`config.mk`:
```
export PLATFORM = sky130hd
export DESIGN_NAME = i2sb_port
export DESIGN_NICKNAME = d
export VERILOG_FILES = /design/src/hw/i2sb_pkg.sv /design/src/hw/i2sb_buf.sv /design/src/hw/i2sb_port.sv
export SDC_FILE = /design/constraint.sdc
export NUM_CORES = 1
export LEC_CHECK = 0
export ABC_AREA = 1
export BUFFER_PORTS_ARGS = -buffer_cell sky130_fd_sc_hd__buf_2
export CELL_PAD_IN_SITES_DETAIL_PLACEMENT = 1
export CELL_PAD_IN_SITES_GLOBAL_PLACEMENT = 2
export CORE_ASPECT_RATIO = 0.5
export CORE_MARGIN = 2
export CORE_UTILIZATION = 30
export CTS_BUF_LIST = sky130_fd_sc_hd__clkbuf_8
export DETAILED_ROUTE_END_ITERATION = 6
export PLACE_DENSITY_LB_ADDON = 0.1
export RECOVER_POWER = 50
export SYNTH_ARGS = -nofsm -noshare
export SYNTH_HDL_FRONTEND = slang
export SYNTH_SLANG_ARGS = --single-unit
```
`constraint.sdc`:
```
create_clock -name clock -period 10.1 [get_ports clock]
set_clock_uncertainty 0.15 [all_clocks]
set_input_delay 0.505 -clock clock [delete_from_list [all_inputs] [get_ports clock]]
set_output_delay 0.505 -clock clock [all_outputs]
set_load 0.03 [all_outputs]
```
`src/hw/i2sb_pkg.sv`:
```
// Shared constants and types of the I2C slave buffer port
package i2sb_pkg;
  localparam logic [6:0]  GC_ADDR        = 7'h00;
  localparam logic [6:0]  ID_ADDR        = 7'h7C;
  localparam logic [6:0]  DEF_SLAVE_ADDR = 7'h22;
  localparam logic [7:0]  CMD_SRST       = 8'h06;
  localparam logic [7:0]  CMD_FLUSH      = 8'h0E;
  localparam logic [7:0]  CMD_DAVAIL     = 8'h0C;
  localparam logic [7:0]  CMD_USBST      = 8'h16;
  localparam logic [7:0]  USB_SUSP       = 8'h00;
  localparam logic [7:0]  USB_DEFAULT    = 8'h01;
  localparam logic [7:0]  USB_ADDRESSED  = 8'h02;
  localparam logic [7:0]  USB_CONFIGURED = 8'h03;
  localparam logic [7:0]  CNT_SAT        = 8'hFF;
  localparam logic [7:0]  NO_DATA        = 8'hFF;
  // Identity values are arbitrary
  localparam logic [11:0] MAKER_ID       = 12'hA5C;
  localparam logic [8:0]  PART_ID        = 9'h1B3;
  localparam logic [2:0]  REV_ID         = 3'h1;
  localparam logic [23:0] ID_WORD        = {MAKER_ID, PART_ID, REV_ID};
  localparam logic [1:0]  ID_LAST        = 2'h2;
  localparam int          BUF_WIDTH      = 8;
  localparam logic [1:0]  BUF_FULL       = 2'h2;
  localparam logic [3:0]  CFG_LAST       = 4'hF;
  localparam logic [3:0]  CFG_ADDR_IDX   = 4'h0;
  localparam logic [3:0]  CFG_OPT_IDX    = 4'h1;
  localparam int          CFG_PD_BIT     = 0;

  typedef enum logic [2:0] {
    S_IDLE  = 3'b000,
    S_ADDR  = 3'b001,
    S_RX    = 3'b010,
    S_ACK   = 3'b011,
    S_TX    = 3'b100,
    S_TXACK = 3'b101,
    S_WAIT  = 3'b110
  } i2sb_bus_t;

  typedef enum logic [1:0] {
    M_DATA  = 2'b00,
    M_COUNT = 2'b01,
    M_STATE = 2'b10,
    M_ID    = 2'b11
  } i2sb_mode_t;
endpackage

```
`src/hw/i2sb_buf.sv`:
```
// Two-entry byte buffer with valid/ready on both sides and flush
`timescale 1ns/10ps
`default_nettype none
module i2sb_buf (
  input  wire logic                          clock,
  input  wire logic                          rst,
  input  wire logic                          flush,
  input  wire logic [i2sb_pkg::BUF_WIDTH-1:0] inData,
  input  wire logic                          inValid,
  output logic                               inReady,
  output logic      [i2sb_pkg::BUF_WIDTH-1:0] outData,
  output logic                               outValid,
  input  wire logic                          outReady,
  output logic      [1:0]                    count
);
  import i2sb_pkg::*;

  typedef struct packed {
    logic [1:0][BUF_WIDTH-1:0] mem;
    logic                      wr;
    logic                      rd;
    logic [1:0]                cnt;
    logic                      inRdy;
    logic                      outVld;
    logic [BUF_WIDTH-1:0]      head;
  } i2sb_buf_t;

  i2sb_buf_t st_ff, nxt_st;
  logic push, pop;

  always_comb begin
    nxt_st = st_ff;
    push   = inValid & st_ff.inRdy;
    pop    = st_ff.outVld & outReady;
    if (push) begin
      nxt_st.mem[st_ff.wr] = inData;
      nxt_st.wr            = ~st_ff.wr;
    end
    if (pop) begin
      nxt_st.rd = ~st_ff.rd;
    end
    nxt_st.cnt = 2'(st_ff.cnt + {1'b0, push} - {1'b0, pop});
    // Flush beats a same-cycle push: the word is dropped
    if (flush) begin
      nxt_st.cnt = 2'h0;
      nxt_st.wr  = 1'b0;
      nxt_st.rd  = 1'b0;
    end
    nxt_st.inRdy  = (nxt_st.cnt != BUF_FULL);
    nxt_st.outVld = (nxt_st.cnt != 2'h0);
    nxt_st.head   = nxt_st.mem[nxt_st.rd];
  end

  always_ff @(posedge clock or posedge rst) begin
    if (rst) begin
      st_ff       <= '0;
      st_ff.inRdy <= 1'b1;
    end else begin
      st_ff <= nxt_st;
    end
  end

  assign inReady  = st_ff.inRdy;
  assign outValid = st_ff.outVld;
  assign outData  = st_ff.head;
  assign count    = st_ff.cnt;
endmodule // i2sb_buf
`default_nettype wire

```
`src/hw/i2sb_port.sv`:
```
// I2C slave front end with receive/transmit buffers and command decoding
//
// How it works
// - Receive-space pin low whenever the receive buffer has a free byte.
// - Write address is NACKed when the receive buffer has no room.
// - Burst write bytes are ACKed when stored, NACKed when buffer full.
// - General call command 0x06 soft-resets and empties all buffers.
// - General call command 0x0E flushes transmit and receive buffers.
// - General call command 0x0C makes next read return transmit byte count.
// - General call command 0x16 makes next read return the USB state code.
// - State codes: 0 suspended, 1 default, 2 addressed, 3 configured.
// - Identity answer is three bytes: 12-bit maker, 9-bit part, 3-bit revision.
// - Master ends identity read with NACK; further ACKs wrap the three bytes.
// - After reset or USB bus reset the configuration memory is scanned and loaded.
// - Sleep output is low during USB suspend.
// - Power enable low once configured, high during suspend.
// - Stay-awake input held low blocks suspend, even when unplugged.
// - Bus-power detect input tells whether USB bus power is present.
// - Optional pull-down of interface lines during suspend, off by default.
// - General call address is ACKed and its command byte interpreted.
// - Read address is NACKed when the transmit buffer is empty and no count or state request is pending.
// - Byte count saturates at 0xFF.
`timescale 1ns/10ps
`default_nettype none
module i2sb_port (
  input  wire logic       clock,
  input  wire logic       rst,
  input  wire logic       sclIn,
  input  wire logic       sdaIn,
  output logic            sdaOut,
  output logic            sdaOe,
  output logic [7:0]      rxData,
  output logic            rxValid,
  input  wire logic       rxReady,
  input  wire logic [7:0] txData,
  input  wire logic       txValid,
  output logic            txReady,
  input  wire logic [1:0] usbState,
  input  wire logic       usbSuspendReq,
  input  wire logic       usbBusReset,
  input  wire logic       busPowerDetect,
  input  wire logic       stayAwakeN,
  output logic [3:0]      cfgAddr,
  input  wire logic [7:0] cfgData,
  output logic            cfgBusy,
  output logic            rxSpaceAvailN,
  output logic            txDataAvailN,
  output logic            sleepN,
  output logic            powerEnableN,
  output logic            ioPullDown
);
  import i2sb_pkg::*;

  typedef struct packed {
    logic       sclS1, sclS2, sclP, sdaS1, sdaS2, sdaP;
    logic       pwrS1, pwrS2, awkS1, awkS2;
    i2sb_bus_t  bus;
    i2sb_bus_t  ackTo;
    i2sb_mode_t mode;
    i2sb_mode_t pendMode;
    logic       pendValid;
    logic [2:0] bitCnt;
    logic       byteDone;
    logic [7:0] sh;
    logic       gc, idPhase, idArmed;
    logic [1:0] idIdx;
    logic       sdaOe, sdaOut;
    logic       rxPushV;
    logic [7:0] rxPushD;
    logic       txPop, flush;
    logic       loading, cfgVldD;
    logic [3:0] cfgAddr, cfgIdxD;
    logic [6:0] slave;
    logic       pdOpt;
    logic       rxSpN, txAvN, sleepN, pwrEnN, pullDn;
  } i2sb_port_t;

  i2sb_port_t st_ff, nxt_st;
  logic       rxInRdy, rxOutVld, txOutVld;
  logic [7:0] rxHead, txHead, ld;
  logic [1:0] txCnt;
  logic       rise, fall, startC, stopC, susp, load;

  function automatic logic [7:0] satCount(input logic [9:0] c);
    return (c > 10'h0FF) ? CNT_SAT : c[7:0];
  endfunction

  function automatic logic [7:0] idByte(input logic [1:0] i);
    return ID_WORD[8'(23 - 8 * i) -: 8];
  endfunction

  i2sb_buf u_rx (
    .clock    (clock),
    .rst      (rst),
    .flush    (st_ff.flush),
    .inData   (st_ff.rxPushD),
    .inValid  (st_ff.rxPushV),
    .inReady  (rxInRdy),
    .outData  (rxHead),
    .outValid (rxOutVld),
    .outReady (rxReady),
    .count    ()
  );

  i2sb_buf u_tx (
    .clock    (clock),
    .rst      (rst),
    .flush    (st_ff.flush),
    .inData   (txData),
    .inValid  (txValid),
    .inReady  (txReady),
    .outData  (txHead),
    .outValid (txOutVld),
    .outReady (st_ff.txPop),
    .count    (txCnt)
  );

  always_comb begin
    nxt_st = st_ff;
    load   = 1'b0;
    nxt_st.sclS1 = sclIn;
    nxt_st.sclS2 = st_ff.sclS1;
    nxt_st.sclP  = st_ff.sclS2;
    nxt_st.sdaS1 = sdaIn;
    nxt_st.sdaS2 = st_ff.sdaS1;
    nxt_st.sdaP  = st_ff.sdaS2;
    nxt_st.pwrS1 = busPowerDetect;
    nxt_st.pwrS2 = st_ff.pwrS1;
    nxt_st.awkS1 = stayAwakeN;
    nxt_st.awkS2 = st_ff.awkS1;
    nxt_st.rxPushV = 1'b0;
    nxt_st.txPop   = 1'b0;
    nxt_st.flush   = 1'b0;
    rise   = st_ff.sclS2 & ~st_ff.sclP;
    fall   = ~st_ff.sclS2 & st_ff.sclP;
    startC = st_ff.sclS2 & st_ff.sclP & st_ff.sdaP & ~st_ff.sdaS2;
    stopC  = st_ff.sclS2 & st_ff.sclP & ~st_ff.sdaP & st_ff.sdaS2;
    // Suspend only with no stay-awake request; lost bus power also suspends
    susp   = (usbSuspendReq | ~st_ff.pwrS2) & st_ff.awkS2;
    case (st_ff.mode)
      M_DATA:  ld = txOutVld ? txHead : NO_DATA;
      M_COUNT: ld = satCount({8'h00, txCnt});
      M_STATE: ld = susp ? USB_SUSP : {6'h00, usbState};
      M_ID:    ld = idByte(st_ff.idIdx);
      default: ld = NO_DATA;
    endcase

    if (startC) begin
      nxt_st.bus      = S_ADDR;
      nxt_st.bitCnt   = 3'h0;
      nxt_st.byteDone = 1'b0;
      nxt_st.sdaOe    = 1'b0;
    end else if (stopC) begin
      nxt_st.bus   = S_IDLE;
      nxt_st.sdaOe = 1'b0;
    end else begin
      case (st_ff.bus)
        S_ADDR, S_RX: begin
          if (rise) begin
            nxt_st.sh       = {st_ff.sh[6:0], st_ff.sdaS2};
            nxt_st.bitCnt   = 3'(st_ff.bitCnt + 3'h1);
            nxt_st.byteDone = (st_ff.bitCnt == 3'h7);
          end else if (fall && st_ff.byteDone) begin
            nxt_st.byteDone = 1'b0;
            nxt_st.bus      = S_ACK;
            nxt_st.ackTo    = S_RX;
            nxt_st.sdaOe    = 1'b1;
            if (st_ff.bus == S_ADDR) begin
              nxt_st.gc      = 1'b0;
              nxt_st.idPhase = 1'b0;
              if (st_ff.loading) begin
                nxt_st.bus   = S_WAIT;
                nxt_st.sdaOe = 1'b0;
              end else if (st_ff.sh == {GC_ADDR, 1'b0}) begin
                nxt_st.gc = 1'b1;
              end else if (st_ff.sh == {ID_ADDR, 1'b0}) begin
                nxt_st.idPhase = 1'b1;
              end else if (st_ff.sh == {ID_ADDR, 1'b1} && st_ff.idArmed) begin
                nxt_st.mode    = M_ID;
                nxt_st.idIdx   = 2'h0;
                nxt_st.idArmed = 1'b0;
                nxt_st.ackTo   = S_TX;
              end else if (st_ff.sh == {st_ff.slave, 1'b0}) begin
                if (!rxInRdy) begin
                  nxt_st.bus   = S_WAIT;
                  nxt_st.sdaOe = 1'b0;
                end
              end else if (st_ff.sh == {st_ff.slave, 1'b1}) begin
                nxt_st.ackTo = S_TX;
                if (st_ff.pendValid) begin
                  nxt_st.mode      = st_ff.pendMode;
                  nxt_st.pendValid = 1'b0;
                end else if (txOutVld) begin
                  nxt_st.mode = M_DATA;
                end else begin
                  nxt_st.bus   = S_WAIT;
                  nxt_st.sdaOe = 1'b0;
                end
              end else begin
                nxt_st.bus   = S_WAIT;
                nxt_st.sdaOe = 1'b0;
              end
            end else if (st_ff.gc) begin
              // One command per general call; later bytes go unanswered
              nxt_st.ackTo = S_WAIT;
              case (st_ff.sh)
                CMD_SRST: begin
                  nxt_st.flush     = 1'b1;
                  nxt_st.pendValid = 1'b0;
                  nxt_st.idArmed   = 1'b0;
                end
                CMD_FLUSH: nxt_st.flush = 1'b1;
                CMD_DAVAIL: begin
                  nxt_st.pendValid = 1'b1;
                  nxt_st.pendMode  = M_COUNT;
                end
                CMD_USBST: begin
                  nxt_st.pendValid = 1'b1;
                  nxt_st.pendMode  = M_STATE;
                end
                default: nxt_st.ackTo = S_WAIT;
              endcase
            end else if (st_ff.idPhase) begin
              nxt_st.ackTo   = S_WAIT;
              nxt_st.idArmed = (st_ff.sh[7:1] == st_ff.slave);
            end else if (rxInRdy) begin
              nxt_st.rxPushV = 1'b1;
              nxt_st.rxPushD = st_ff.sh;
            end else begin
              nxt_st.sdaOe = 1'b0;
            end
          end
        end
        S_ACK: begin
          if (fall) begin
            nxt_st.bus    = st_ff.ackTo;
            nxt_st.bitCnt = 3'h0;
            nxt_st.sdaOe  = 1'b0;
            if (st_ff.ackTo == S_TX) begin
              load         = 1'b1;
              nxt_st.sdaOe = ~ld[7];
            end
          end
        end
        S_TX: begin
          if (rise) begin
            nxt_st.bitCnt   = 3'(st_ff.bitCnt + 3'h1);
            nxt_st.byteDone = (st_ff.bitCnt == 3'h7);
          end else if (fall) begin
            if (st_ff.byteDone) begin
              nxt_st.byteDone = 1'b0;
              nxt_st.sdaOe    = 1'b0;
              nxt_st.bus      = S_TXACK;
            end else begin
              nxt_st.sh    = {st_ff.sh[6:0], 1'b0};
              nxt_st.sdaOe = ~st_ff.sh[6];
            end
          end
        end
        S_TXACK: begin
          if (rise) begin
            if (st_ff.sdaS2) begin
              nxt_st.bus = S_WAIT;
            end else begin
              nxt_st.byteDone = 1'b1;
              load            = 1'b1;
            end
          end else if (fall && st_ff.byteDone) begin
            nxt_st.byteDone = 1'b0;
            nxt_st.bus      = S_TX;
            nxt_st.bitCnt   = 3'h0;
            nxt_st.sdaOe    = ~st_ff.sh[7];
          end
        end
        default: nxt_st.sdaOe = 1'b0;
      endcase
    end

    if (load) begin
      nxt_st.sh    = ld;
      nxt_st.txPop = (st_ff.mode == M_DATA) & txOutVld;
      if (st_ff.mode == M_ID) begin
        nxt_st.idIdx = (st_ff.idIdx == ID_LAST) ? 2'h0 : 2'(st_ff.idIdx + 2'h1);
      end
    end

    // Memory answers one cycle after its address
    nxt_st.cfgVldD = st_ff.loading;
    nxt_st.cfgIdxD = st_ff.cfgAddr;
    if (st_ff.cfgVldD) begin
      if (st_ff.cfgIdxD == CFG_ADDR_IDX) nxt_st.slave = cfgData[6:0];
      if (st_ff.cfgIdxD == CFG_OPT_IDX) nxt_st.pdOpt = cfgData[CFG_PD_BIT];
    end
    if (st_ff.loading) begin
      nxt_st.cfgAddr = 4'(st_ff.cfgAddr + 4'h1);
      nxt_st.loading = (st_ff.cfgAddr != CFG_LAST);
    end
    if (usbBusReset) begin
      nxt_st.loading = 1'b1;
      nxt_st.cfgAddr = 4'h0;
    end

    nxt_st.rxSpN  = ~rxInRdy;
    nxt_st.txAvN  = ~txOutVld;
    nxt_st.sleepN = ~susp;
    nxt_st.pwrEnN = susp | ({6'h00, usbState} != USB_CONFIGURED);
    nxt_st.pullDn = susp & st_ff.pdOpt;
    nxt_st.sdaOut = 1'b0;
  end

  always_ff @(posedge clock or posedge rst) begin
    if (rst) begin
      st_ff         <= '0;
      st_ff.sclS1   <= 1'b1;
      st_ff.sclS2   <= 1'b1;
      st_ff.sclP    <= 1'b1;
      st_ff.sdaS1   <= 1'b1;
      st_ff.sdaS2   <= 1'b1;
      st_ff.sdaP    <= 1'b1;
      st_ff.awkS1   <= 1'b1;
      st_ff.awkS2   <= 1'b1;
      st_ff.loading <= 1'b1;
      st_ff.slave   <= DEF_SLAVE_ADDR;
      st_ff.txAvN   <= 1'b1;
      st_ff.sleepN  <= 1'b1;
      st_ff.pwrEnN  <= 1'b1;
    end else begin
      st_ff <= nxt_st;
    end
  end

  assign sdaOut        = st_ff.sdaOut;
  assign sdaOe         = st_ff.sdaOe;
  assign rxData        = rxHead;
  assign rxValid       = rxOutVld;
  assign cfgAddr       = st_ff.cfgAddr;
  assign cfgBusy       = st_ff.loading;
  assign rxSpaceAvailN = st_ff.rxSpN;
  assign txDataAvailN  = st_ff.txAvN;
  assign sleepN        = st_ff.sleepN;
  assign powerEnableN  = st_ff.pwrEnN;
  assign ioPullDown    = st_ff.pullDn;

  logic decAddr, decRx;
  assign decAddr = fall && st_ff.byteDone && st_ff.bus == S_ADDR && !startC && !stopC && !st_ff.loading;
  assign decRx   = fall && st_ff.byteDone && st_ff.bus == S_RX && !startC && !stopC;
endmodule // i2sb_port
`default_nettype wire

```
==> reports/qor.csv, run 1 <==
stage,metric,value,unit
sta,hold_viol_final,0,
cts,post-cts-setup-buffer-count,0,
sta,fin_hold_ws,42.6,ps
worst_setup_path,critical_path.endpoint,st_ff[37]$_DFF_PP0_,
floorplan,core_area,20600,sq um
logic_synthesis,synth-edff-count,0,
grt,grt_util_all_layers,0.160,
pwr,powerDensity,231,nW/um^2
worst_setup_path,critical_path.max_stage_delay,1680,ps
sta,slew_headroom,-1.02,
cts,clk-insertion-delay-late,470,ps
detailed_routing,drtAntennaViolNets,0,
sta,drv_slew,64,
logic_synthesis,ys_warn_count,0,
placement,place.detailed.hpwl,11900,microns
logic_synthesis,syn-cell-area,6320,sq um
cts,cts.clk_slew.worst_paths,80,ps
logic_synthesis,ys_seq_area_frac,0.526,
layout,drive_gt1_frac,0.137,
floorplan,num_rows,37,
worst_setup_path,worst_setup_path_end_kind,async pin,
pwr,worst_ir_drop_vdd,72.7,uV
detailed_routing,detail_route.wl_per_cell,15.3,microns
layout,fill_cells,2438,
cts,ctsLongestPathBuffers,2,
worst_setup_path,critical_path_peak_fanout,70,
logic_synthesis,synth-xor-area-share,0.00416,
worst_setup_path,crit_start,rst,
logic_synthesis,postSynthNetCount,789,
detailed_routing,avgViaCountPerCell,4.59,
sta,post-route-period-util,0.351,
worst_setup_path,r2r_cells,10,
placement,io_buffer_count,47,
floorplan,design.die.area,22300,sq um
detailed_routing,drt_pass1_iterations,4,
hold_path,hold_wc_path_type,input port to flop,
layout,n_antenna_cell,0,
pwr,cellLeakagePower,3.58,nW
grt,antenna_found_initial,0,
floorplan,initial_cell_density_of_the_core,0.307,
worst_setup_path,cp_cell_sequence,"dlygate4sd3_1, buf_2, clkinvlp_2, buf_4",
logic_synthesis,yosys-top-cells-area,"dfrtp_1 (46%), nand2_1 (12%), dfstp_2 (6.7%)",
floorplan,pin_count,50,
logic_synthesis,synth.area.mux_share,0.00178,
cts,cell_at_the_root_of_the_clock_tree,clkbuf_8,
outcome,violated_checks,"capacitance limit, slew limit",
worst_setup_path,worstSetupStartpointType,input port,
worst_setup_path,critical_path.slowest_cell,clkinvlp_2,
floorplan,die_height,107,microns
cts,numCtsBuffers,17,
placement,globalplace.congestion,0.768,
floorplan,die_w,209,microns
grt,grt.overflow.total,0,
logic_synthesis,synth-compound-area-share,0.111,
logic_synthesis,async_reset_ff_frac,1.00,
cts,tritoncts,yes,
layout,fin_nets,836,
detailed_routing,dr_iter_0_viols,231,
worst_setup_path,critical_path_required,10420,ps
detailed_routing,drc_violations_left,0,
run,max_cap_viol_count,1,
sta,peak_freq,282,MHz
logic_synthesis,combinational_family_with_the_most_area_after_synthesis,simple AND/OR/NAND/NOR gates,
cts,cts-htree-levels,4,
worst_setup_path,r2r-end,st_ff[43]$_DFFE_PP0P_,
logic_synthesis,yosys.area.top_type_share,0.459,
logic_synthesis,netlist.top_cell.by_area,dfrtp_1,
sta,final-setup-viol-count,0,
detailed_routing,routed_wl,16500,microns
worst_setup_path,criticalPathCategory,input port to async pin,
hold_path,timing.hold.worst.start,usbState[1],
logic_synthesis,synth_simple_gate_area_frac,0.237,
worst_setup_path,setup.reg_to_reg.worst_slack,7170,ps
logic_synthesis,ys_ff_latch,132,
outcome,status,"finished, violations left",
logic_synthesis,distinct_cell_type_count_after_synthesis,45,
sta,grt_setup_unrepaired,no,
worst_setup_path,r2r-start,nxt_st[71]$_DFF_PP1_,
logic_synthesis,syn_area_per_cell,8.48,sq um
logic_synthesis,dominant_cell_by_count_in_the_synthesized_netlist,nand2_1,
placement,place_ws,7190,ps
grt,grt_first_pass_wirelength,27500,microns
worst_setup_path,cp.arrival,3860,ps
sta,final_period_minus_worst_setup_slack,3540,ps
sta,timing_worst_slew_pin_value,3010,ps
grt,via_count_of_the_first_global_routing_pass,5149,
grt,pin_count_of_the_biggest_net_entering_global_routing,71,
logic_synthesis,main_flop_type_after_synthesis,dfrtp_1,
sta,final_critical_path_setup_slack,6560,ps
cts,clock_sink_count,132,
detailed_routing,dr_total_vias,4952,
logic_synthesis,synth-adder-area-share,0.0317,
sta,setup_tns,0,ps
logic_synthesis,netlist_top_cells_count,"nand2_1 (209), dfrtp_1 (116), inv_1 (95)",
layout,area_delta_synth_final,13.3,%
logic_synthesis,synthesis.instances,745,
==> sequential cells by signal, indices dropped and copies added, names as in the netlist <==
name and cells:
st_ff 55, u_rx.st_ff 18, u_tx.st_ff 18, u_rx.outData 8
u_tx.outData 8, nxt_st 6, cfgAddr 4, u_rx.count 2
u_tx.count 2, cfgBusy 1, ioPullDown 1, powerEnableN 1
rxSpaceAvailN 1, sdaOe 1, sleepN 1, txDataAvailN 1
u_rx.inReady 1, u_rx.outValid 1, u_tx.inReady 1, u_tx.outValid 1
==> power by group <==
part | internal, mW | total [mW] | leakage (nW) | switching (mW)
registers | 0.638 | 0.718 | 1.68 | 0.0800
clock network | 0.232 | 0.456 | 0.203 | 0.224
logic | 0.149 | 0.478 | 1.70 | 0.329
==> worst max-delay path, delay by kind of cell <==
family / cells / cell delay [ps]
buffers and inverters: 4 / 3280
==> repair_timing <==
action | 4_1_cts | 5_1_grt
resized for setup | 0 | 0
hold buffers | 5 | 0
endpoints found under the setup margin | 0 | 0
endpoints found under the hold margin | 58 | 0
==> how the worst min path moves through the flow <==
stage	end	slack, ps	cells after the start
after floorplan	st_ff[66]$_DFF_PP0_	180	0
after global placement	st_ff[66]$_DFF_PP0_	190	0
after detailed placement	st_ff[66]$_DFF_PP0_	190	0
after CTS	powerEnableN$_DFF_PP1_	8	2
after global routing	powerEnableN$_DFF_PP1_	20	2
final	powerEnableN$_DFF_PP1_	40	2
==> routing by layer <==
layer	vias up	routed length, microns	track usage
met3	19	506	0.0346
met2	48	6740	0.229
met1	2408	8950	0.236
met4	0	251	0.0582
met5	-	0	0
li1	2477	-	-
==> cell usage in the layout, fill, tap and decap left out, types with 6 or more instances in the layout <==
cell / synthesis / layout
nand2_1: 209 / 209
dfrtp_1: 116 / 116
inv_1: 95 / 97
o21ai_0: 74 / 75
nor2_1: 57 / 57
buf_2: 4 / 35
nand3_1: 33 / 33
clkbuf_8: 0 / 19
a21oi_1: 17 / 17
ha_1: 16 / 16
clkbuf_1: 6 / 13
dfstp_2: 16 / 11
nor3_1: 10 / 10
nand4_1: 7 / 7
nand3_2: 6 / 6
==> cell families (layout without fill, tap and decap cells) <==
| logic type | Yosys count | count (layout) |
|---|---|---|
| AND/OR/NAND/NOR | 343 | 343 |
| flip-flops | 132 | 132 |
| other | 1 | 1 |
| XOR/XNOR | 3 | 3 |
| buffers and inverters | 126 | 186 |
| AO/OA/AOI/OAI | 123 | 123 |
| multiplexers | 1 | 1 |
| adder cells (fa/ha/maj) | 16 | 16 |
==> through the flow <==
step / util / power [mW] / std cells / cell area (sq um)
after floorplan: - / 1.08 / 745 / 6320
after CTS: 0.349 / 1.68 / 1078 / 7180
final: 0.348 / 1.65 / 1078 / 7160
after global routing: 0.348 / 1.78 / 1078 / 7160
after global placement: 0.327 / 1.21 / 1041 / 6740
after detailed placement: 0.327 / 1.21 / 1041 / 6740
==> layout make-up <==
cell class	instances	area [sq um]	share of cell area
repair buffers	54	282	0.0393
clock buffers	19	262	0.0365
clock inverters	13	134	0.0187
multi-input cells	487	2440	0.341
well taps	273	342	0.0477
inverters	100	379	0.0530
flip-flops and latches	132	3320	0.464
Note: power is estimated with default switching activity, not from simulation.
==> run 2, diff against run 1 <==
Clock period 10.1 ns to 3.5 ns, I/O delays scaled along.
==> run 2 against run 1 <==
Against the previous run:
- the flow still finishes with violations (capacitance limit, slew limit)
- sequential cell count did not move
- sequential share of layout area fell by 1.6 points
- via count decreased by 0.42%
- register-to-register slack worse by 6500 ps
- cell area is 3.5% higher
- critical path depth is 6 higher
- highest routed layer unchanged
==> reports/qor.csv, run 2 (same netlist as run 1, synthesis figures left out) <==
stage,metric,value,unit,change
layout,drive_gt1_frac,0.138,,was 0.137
sta,timing_worst_slew_pin_value,1950,ps,was 3010 ps
pwr,worst_ir_drop_vdd,270,uV,was 72.7 uV
grt,antenna_found_initial,0,,unchanged
worst_setup_path,worstSetupStartpointType,flop,,was input port
worst_setup_path,critical_path.slowest_cell,dfstp_1,,was clkinvlp_2
sta,setup_tns,0,ps,unchanged
worst_setup_path,critical_path.max_stage_delay,580,ps,was 1680 ps
worst_setup_path,setup.reg_to_reg.worst_slack,700,ps,was 7170 ps
detailed_routing,drt_pass1_iterations,4,,unchanged
cts,post_cts_resize_count,0,,unchanged
placement,place.detailed.hpwl,12200,microns,"was 11,900 microns"
grt,pin_count_of_the_biggest_net_entering_global_routing,41,,was 71
pwr,power.clock.fraction,0.288,,was 0.276
detailed_routing,route.met2.wl,6830,microns,was 6740 microns
layout,highest_count_cells_in_the_layout_ignoring_fill_and_taps,"nand2_1 (209), dfrtp_1 (116), inv_1 (94)",,"was nand2_1 (209), dfrtp_1 (116), inv_1 (97)"
worst_setup_path,criticalPathCategory,flop to flop,,was input port to async pin
outcome,status,"finished, violations left",,unchanged
worst_setup_path,crit_buf_inv,2,,was 4
layout,largest_register_ffs,55,,unchanged
cts,cts-htree-levels,4,,unchanged
pwr,comb_power_share,0.288,,was 0.289
detailed_routing,routed_wl,16700,microns,"was 16,500 microns"
pwr,cellLeakagePower,3.67,nW,was 3.58 nW
pwr,p_sw,1.82,mW,was 0.634 mW
grt,grt_first_pass_wirelength,28100,microns,"was 27,500 microns"
sta,peak_freq,357,MHz,
hold_path,hold_wc_path_type,input port to flop,,unchanged
worst_setup_path,cp_cell_sequence,"ha_1, inv_1, nor2_2, nand2_2, o21ai_2, nand2_4, inv_2, or2_1, o21ai_0, o22ai_2",,"was dlygate4sd3_1, buf_2, clkinvlp_2, buf_4"
layout,area_delta_synth_final,17.3,%,was 13.3%
floorplan,pin_count,50,,unchanged
sta,slew_headroom,-0.306,,was -1.02
detailed_routing,m1WireLength,9230,microns,was 8950 microns
floorplan,initial_cell_density_of_the_core,0.307,,unchanged
layout,layoutNonFillerInstCount,1101,,"was 1,078"
floorplan,die_height,107,microns,unchanged
floorplan,design.die.area,22300,sq um,unchanged
grt,via_count_of_the_first_global_routing_pass,5282,,"was 5,149"
pwr,powerDensity,658,nW/um^2,was 231 nW/um^2
detailed_routing,drc_violations_left,0,,unchanged
grt,grt.overflow.total,0,,unchanged
outcome,violated_checks,"capacitance limit, slew limit",,unchanged
placement,numPlacedInstances,1044,,"was 1,041"
cts,tritoncts,yes,,unchanged
cts,numCtsBuffers,17,,unchanged
run,max_cap_viol_count,1,,unchanged
placement,globalplace.congestion,0.788,,was 0.768
hold_path,timing.hold.worst_path_depth,5,,was 2
detailed_routing,drtAntennaViolNets,0,,unchanged
cts,clock_sink_count,132,,unchanged
floorplan,num_rows,37,,unchanged
detailed_routing,dr_iter_0_viols,222,,was 231
layout,fill_cells,2447,,"was 2,438"
cts,cts.clk_slew.worst_paths,80,ps,about the same
sta,drv_slew,41,,was 64
layout,largest_register,st_ff,,unchanged
worst_setup_path,worst_setup_path_end_kind,flop,,was async pin
sta,grt_setup_unrepaired,no,,unchanged
sta,final-setup-viol-count,0,,unchanged
cts,clk-insertion-delay-late,460,ps,was 470 ps
layout,fin_nets,859,,was 836
detailed_routing,routed.top_layer,met4,,unchanged
worst_setup_path,critical_path_peak_fanout,15,,was 70
sta,final_period_minus_worst_setup_slack,2800,ps,
worst_setup_path,cp.arrival,3030,ps,was 3860 ps
sta,post-route-period-util,0.799,,
detailed_routing,detail_route.wl_per_cell,15.2,microns,was 15.3 microns
worst_setup_path,critical_path_required,3740,ps,"was 10,420 ps"
cts,cell_at_the_root_of_the_clock_tree,clkbuf_8,,unchanged
layout,layout_top_registers,"st_ff (55), u_rx.st_ff (18), u_tx.st_ff (18)",,unchanged
cts,ctsLongestPathBuffers,2,,unchanged
worst_setup_path,critical-path-top-delay-family,simple AND/OR/NAND/NOR gates,,was buffers and inverters
worst_setup_path,cell_count_along_the_critical_path,10,,was 4
sta,hold_viol_final,0,,unchanged
pwr,power.internal,3.05,mW,was 1.02 mW
pwr,sequential_share_of_power,0.424,,was 0.435
floorplan,die_w,209,microns,unchanged
grt,grt_util_all_layers,0.163,,was 0.160
detailed_routing,dr_total_vias,4931,,"was 4,952"
pwr,netSwitchingFraction,0.374,,was 0.384
detailed_routing,wl_met3,430,microns,was 506 microns
layout,leading_cell_type_in_the_layout_fill_and_taps_excluded,nand2_1,,unchanged
worst_setup_path,r2r_cells,10,,unchanged
placement,io_buffer_count,47,,unchanged
layout,n_antenna_cell,0,,unchanged
floorplan,core_area,20600,sq um,unchanged
detailed_routing,avgViaCountPerCell,4.48,,was 4.59
run 2: cell count changes in the layout (fill, tap and decap cells not counted), sizes merged:
cell,change
clkinv,+4
buf,-2
clkbuf,+6
inv,-6
dlygate4sd3,+20
bufinv,+1
run 2: what timing repair did:
action                                 4_1_cts  5_1_grt
endpoints found under the hold margin       78        0
hold buffers                                25        0
buffers inserted                             0        0
run 2: worst register-to-register path: cells and delay by family (launching register included):
family | cells | cell delay [ps]
AND/OR/NAND/NOR | 4 | 960
flip-flops | 1 | 580
AO/OA/AOI/OAI | 3 | 460
buffers and inverters | 2 | 340
adder cells (fa/ha/maj) | 1 | 220
run 2: path summary, 6_finish.rpt:
check / start / end
max in group asynchronous: rst / u_tx.outData[1]$_DFF_PP0_
setup reg to reg: nxt_st[71]$_DFF_PP1_ / st_ff[42]$_DFFE_PP0P_
setup / recovery: nxt_st[71]$_DFF_PP1_ / st_ff[42]$_DFFE_PP0P_
min in group asynchronous: rst / u_rx.st_ff[12]$_DFF_PP0_
hold / removal: usbState[0] / st_ff[41]$_DFFE_PP0P_
hold reg to reg: nxt_st[66]$_DFF_PP0_ / st_ff[66]$_DFF_PP0_
run 2: metrics by stage:
stage / utilization / hold slack, ps / instance area [sq um] / power [mW] / worst slack [ps]
3_3_place_gp: 0.329 / 132 / 6780 / 3.49 / 793
3_5_place_dp: 0.329 / 132 / 6780 / 3.52 / 733
5_1_grt: 0.360 / 150 / 7410 / 5.27 / 414
6_report: 0.360 / 135 / 7410 / 4.87 / 702
4_1_cts: 0.362 / 105 / 7460 / 4.97 / 724
2_1_floorplan: - / 29.5 / 6320 / 3.10 / 1420
run 2: cell type report:
| class | instances | area, sq um | area share |
|---|---|---|---|
| inverters | 100 | 379 | 0.0512 |
| well taps | 273 | 342 | 0.0461 |
| clock buffers | 20 | 275 | 0.0372 |
| flip-flops and latches | 132 | 3320 | 0.449 |
| clock inverters | 12 | 154 | 0.0208 |
| multi-input cells | 487 | 2440 | 0.329 |
| repair buffers | 77 | 495 | 0.0669 |
run 2: power by group through the flow:
| stage | combinational (mW) | sequential, mW | clock [mW] |
|---|---|---|---|
| finish | 1.41 | 2.07 | 1.40 |
| global route | 1.64 | 2.11 | 1.52 |
| floorplan | 1.07 | 2.04 | 0 |
| global placement | 1.39 | 2.10 | 0 |
| detailed placement | 1.42 | 2.10 | 0 |
| CTS | 1.45 | 2.08 | 1.45 |
run 2: metal layers:
layer / vias to the layer above / track usage
li1: 2513 / -
met1: 2360 / 0.239
met2: 44 / 0.237
met3: 14 / 0.0360
met4: 0 / 0.0536
met5: - / 0
==> run 3, diff against run 2 <==
Clock period 3.5 ns to 2.45 ns, I/O delays scaled along.
==> run 3 against run 2 <==
Against the previous run:
- the run now ends clean
- first-iteration DRC count rose by 13%
- clock power grew 22%
- wire length grew 0.69%
- core utilization rose by 0.50 points
- clock-buffer cell count decreased by 3
- critical path depth grew 2
- sequential power rose by 40%
- sequential cell count is the same
- setup slack worse by 550 ps
- global-route usage up 0.32 points
- cell area is 1.4% higher
- worst hold slack worse by 74 ps
- critical endpoint is now st_ff[45]$_DFFE_PP0P_
- largest cell class unchanged
- highest routed layer unchanged
==> reports/qor.csv, run 3 (same netlist as run 1, synthesis figures left out) <==
stage,metric,value,unit,change
worst_setup_path,worstSetupStartpointType,flop,,unchanged
floorplan,die_w,209,microns,unchanged
layout,leading_cell_type_in_the_layout_fill_and_taps_excluded,nand2_1,,unchanged
detailed_routing,drt_pass1_iterations,4,,unchanged
cts,post-cts-setup-buffer-count,0,,unchanged
placement,placed_cell_area,6900,sq um,was 6780 sq um
layout,n_antenna_cell,0,,unchanged
layout,finalInstanceArea,7510,sq um,was 7410 sq um
worst_setup_path,cp.arrival,2510,ps,was 3030 ps
detailed_routing,dr_total_vias,5022,,"was 4,931"
grt,grt_first_pass_wirelength,28400,microns,"was 28,100 microns"
cts,clock_sink_count,132,,unchanged
layout,fin_nets,877,,was 859
sta,final_period_minus_worst_setup_slack,2300,ps,was 2800 ps
worst_setup_path,worst_setup_path_end_kind,flop,,unchanged
cts,numCtsBuffers,17,,unchanged
pwr,power.clock.fraction,0.251,,was 0.288
cts,cts-htree-levels,4,,unchanged
sta,timing_worst_slew_pin_value,808,ps,was 1950 ps
detailed_routing,routed_wl,16800,microns,"was 16,700 microns"
grt,pin_count_of_the_biggest_net_entering_global_routing,133,,was 41
pwr,worst_ir_drop_vdd,334,uV,was 270 uV
layout,largest_register,st_ff,,unchanged
placement,place.detailed.hpwl,12300,microns,"was 12,200 microns"
detailed_routing,detail_route.wl_per_cell,15.0,microns,was 15.2 microns
worst_setup_path,crit_start,st_ff[71]$_DFF_PP1_,,was nxt_st[71]$_DFF_PP1_
sta,drv_slew,0,,was 41
layout,largest_register_ffs,55,,unchanged
worst_setup_path,critical_path.endpoint,st_ff[45]$_DFFE_PP0P_,,was st_ff[42]$_DFFE_PP0P_
pwr,power.internal,4.17,mW,was 3.05 mW
sta,setup_tns,0,ps,unchanged
pwr,sequential_share_of_power,0.423,,was 0.424
worst_setup_path,r2r_cells,12,,was 10
detailed_routing,dr_iter_0_viols,251,,was 222
pwr,cellLeakagePower,3.80,nW,was 3.67 nW
worst_setup_path,critical_path_required,2660,ps,was 3740 ps
worst_setup_path,critical_path_peak_fanout,11,,was 15
grt,antenna_found_initial,0,,unchanged
cts,clk-insertion-delay-late,480,ps,was 460 ps
sta,peak_freq,435,MHz,was 357 MHz
floorplan,num_rows,37,,unchanged
floorplan,pin_count,50,,unchanged
layout,drive_gt1_frac,0.171,,was 0.138
pwr,powerDensity,908,nW/um^2,was 658 nW/um^2
sta,hold_viol_final,0,,unchanged
cts,cts.clk_slew.worst_paths,80,ps,about the same
floorplan,core_area,20600,sq um,unchanged
detailed_routing,drc_violations_left,0,,unchanged
layout,area_delta_synth_final,18.9,%,was 17.3%
placement,io_buffer_count,47,,unchanged
outcome,status,"complete, no violations",,"was finished, violations left"
pwr,p_sw,2.65,mW,was 1.82 mW
sta,slew_headroom,0.461,,was -0.306
cts,ctsLongestPathBuffers,2,,unchanged
floorplan,die_height,107,microns,unchanged
pwr,comb_power_share,0.326,,was 0.288
floorplan,initial_cell_density_of_the_core,0.307,,unchanged
worst_setup_path,r2r-start,st_ff[71]$_DFF_PP1_,,was nxt_st[71]$_DFF_PP1_
grt,grt_util_all_layers,0.166,,was 0.163
grt,grt.overflow.total,0,,unchanged
grt,via_count_of_the_first_global_routing_pass,5227,,"was 5,282"
pwr,netSwitchingFraction,0.389,,was 0.374
detailed_routing,avgViaCountPerCell,4.49,,was 4.48
worst_setup_path,r2r-end,st_ff[45]$_DFFE_PP0P_,,was st_ff[42]$_DFFE_PP0P_
sta,grt_setup_unrepaired,no,,unchanged
hold_path,hold_wc_path_type,input port to flop,,unchanged
detailed_routing,drtAntennaViolNets,0,,unchanged
layout,layout_top_registers,"st_ff (55), u_rx.st_ff (18), u_tx.st_ff (18)",,unchanged
floorplan,design.die.area,22300,sq um,unchanged
cts,tritoncts,yes,,unchanged
layout,fill_cells,2466,,"was 2,447"
sta,final-setup-viol-count,0,,unchanged
worst_setup_path,criticalPathCategory,flop to flop,,unchanged
placement,globalplace.congestion,0.803,,was 0.788
layout,highest_count_cells_in_the_layout_ignoring_fill_and_taps,"nand2_1 (209), dfrtp_1 (116), inv_1 (96)",,"was nand2_1 (209), dfrtp_1 (116), inv_1 (94)"
run,max_cap_viol_count,0,,was 1
sta,post-route-period-util,0.939,,was 0.799
worst_setup_path,setup.reg_to_reg.worst_slack,150,ps,was 700 ps
cts,cell_at_the_root_of_the_clock_tree,clkbuf_8,,unchanged
run 3: worst min-delay path by stage:
stage	start	to	slack [ps]	cells after the start
after floorplan	stayAwakeN	nxt_st[64]$_DFF_PP1_	-20	0
after global placement	sclIn	nxt_st[72]$_DFF_PP1_	80	1
after detailed placement	sdaIn	nxt_st[69]$_DFF_PP1_	80	1
after CTS	usbState[0]	st_ff[41]$_DFFE_PP0P_	20	5
after global routing	usbState[0]	st_ff[41]$_DFFE_PP0P_	90	5
final	usbState[0]	st_ff[41]$_DFFE_PP0P_	60	5
run 3: metrics by stage:
step	std cells	worst slack (ps)	power, mW	hold WS (ps)	utilization
after floorplan	745	368	4.43	-23.0	-
after global placement	1061	173	5.10	80.2	0.335
after detailed placement	1061	147	5.15	79.5	0.335
after CTS	1119	129	6.95	21.3	0.365
after global routing	1119	21.5	7.40	89.8	0.365
final	1119	150	6.82	61.2	0.365
run 3: critical path, cell delays in order, from the launching register on:
cell     delay, ps
dfstp_2        550
inv_1           40
ha_1           230
inv_1          200
nor2_2          80
nand2_2         70
o21ai_2         70
nand2_4         60
inv_2           30
or2_1          370
buf_4          220
nand3_2         60
o21ai_2         50
run 3: final cells by class:
cell class	count	area, sq um	area share
timing repair buffer	95	668	0.0890
tap	273	342	0.0455
clock buffer	17	234	0.0312
multi-input combinational	487	2440	0.325
inverter	100	382	0.0508
sequential	132	3320	0.443
clock inverter	15	120	0.0160
run 3: power groups by stage:
stage	logic [mW]	registers, mW	clock network [mW]
6_report	2.22	2.89	1.71
4_1_cts	2.25	2.90	1.79
2_1_floorplan	1.53	2.91	0
5_1_grt	2.56	2.94	1.91
3_3_place_gp	2.17	2.93	0
3_5_place_dp	2.21	2.94	0
run 3: layer usage:
metal / track usage / routed length, microns / up-vias
met2: 0.237 / 6950 / 48
met4: 0.0607 / 249 / 0
met3: 0.0395 / 456 / 18
li1: - / - / 2552
met5: 0 / 0 / -
met1: 0.244 / 9160 / 2404
run 3: repair_timing:
| action | 4_1_cts | 5_1_grt |
|---|---|---|
| setup endpoints to repair | 0 | 1 |
| hold buffers | 26 | 0 |
| gates resized for setup | 0 | 1 |
| endpoints found under the hold margin | 166 | 0 |
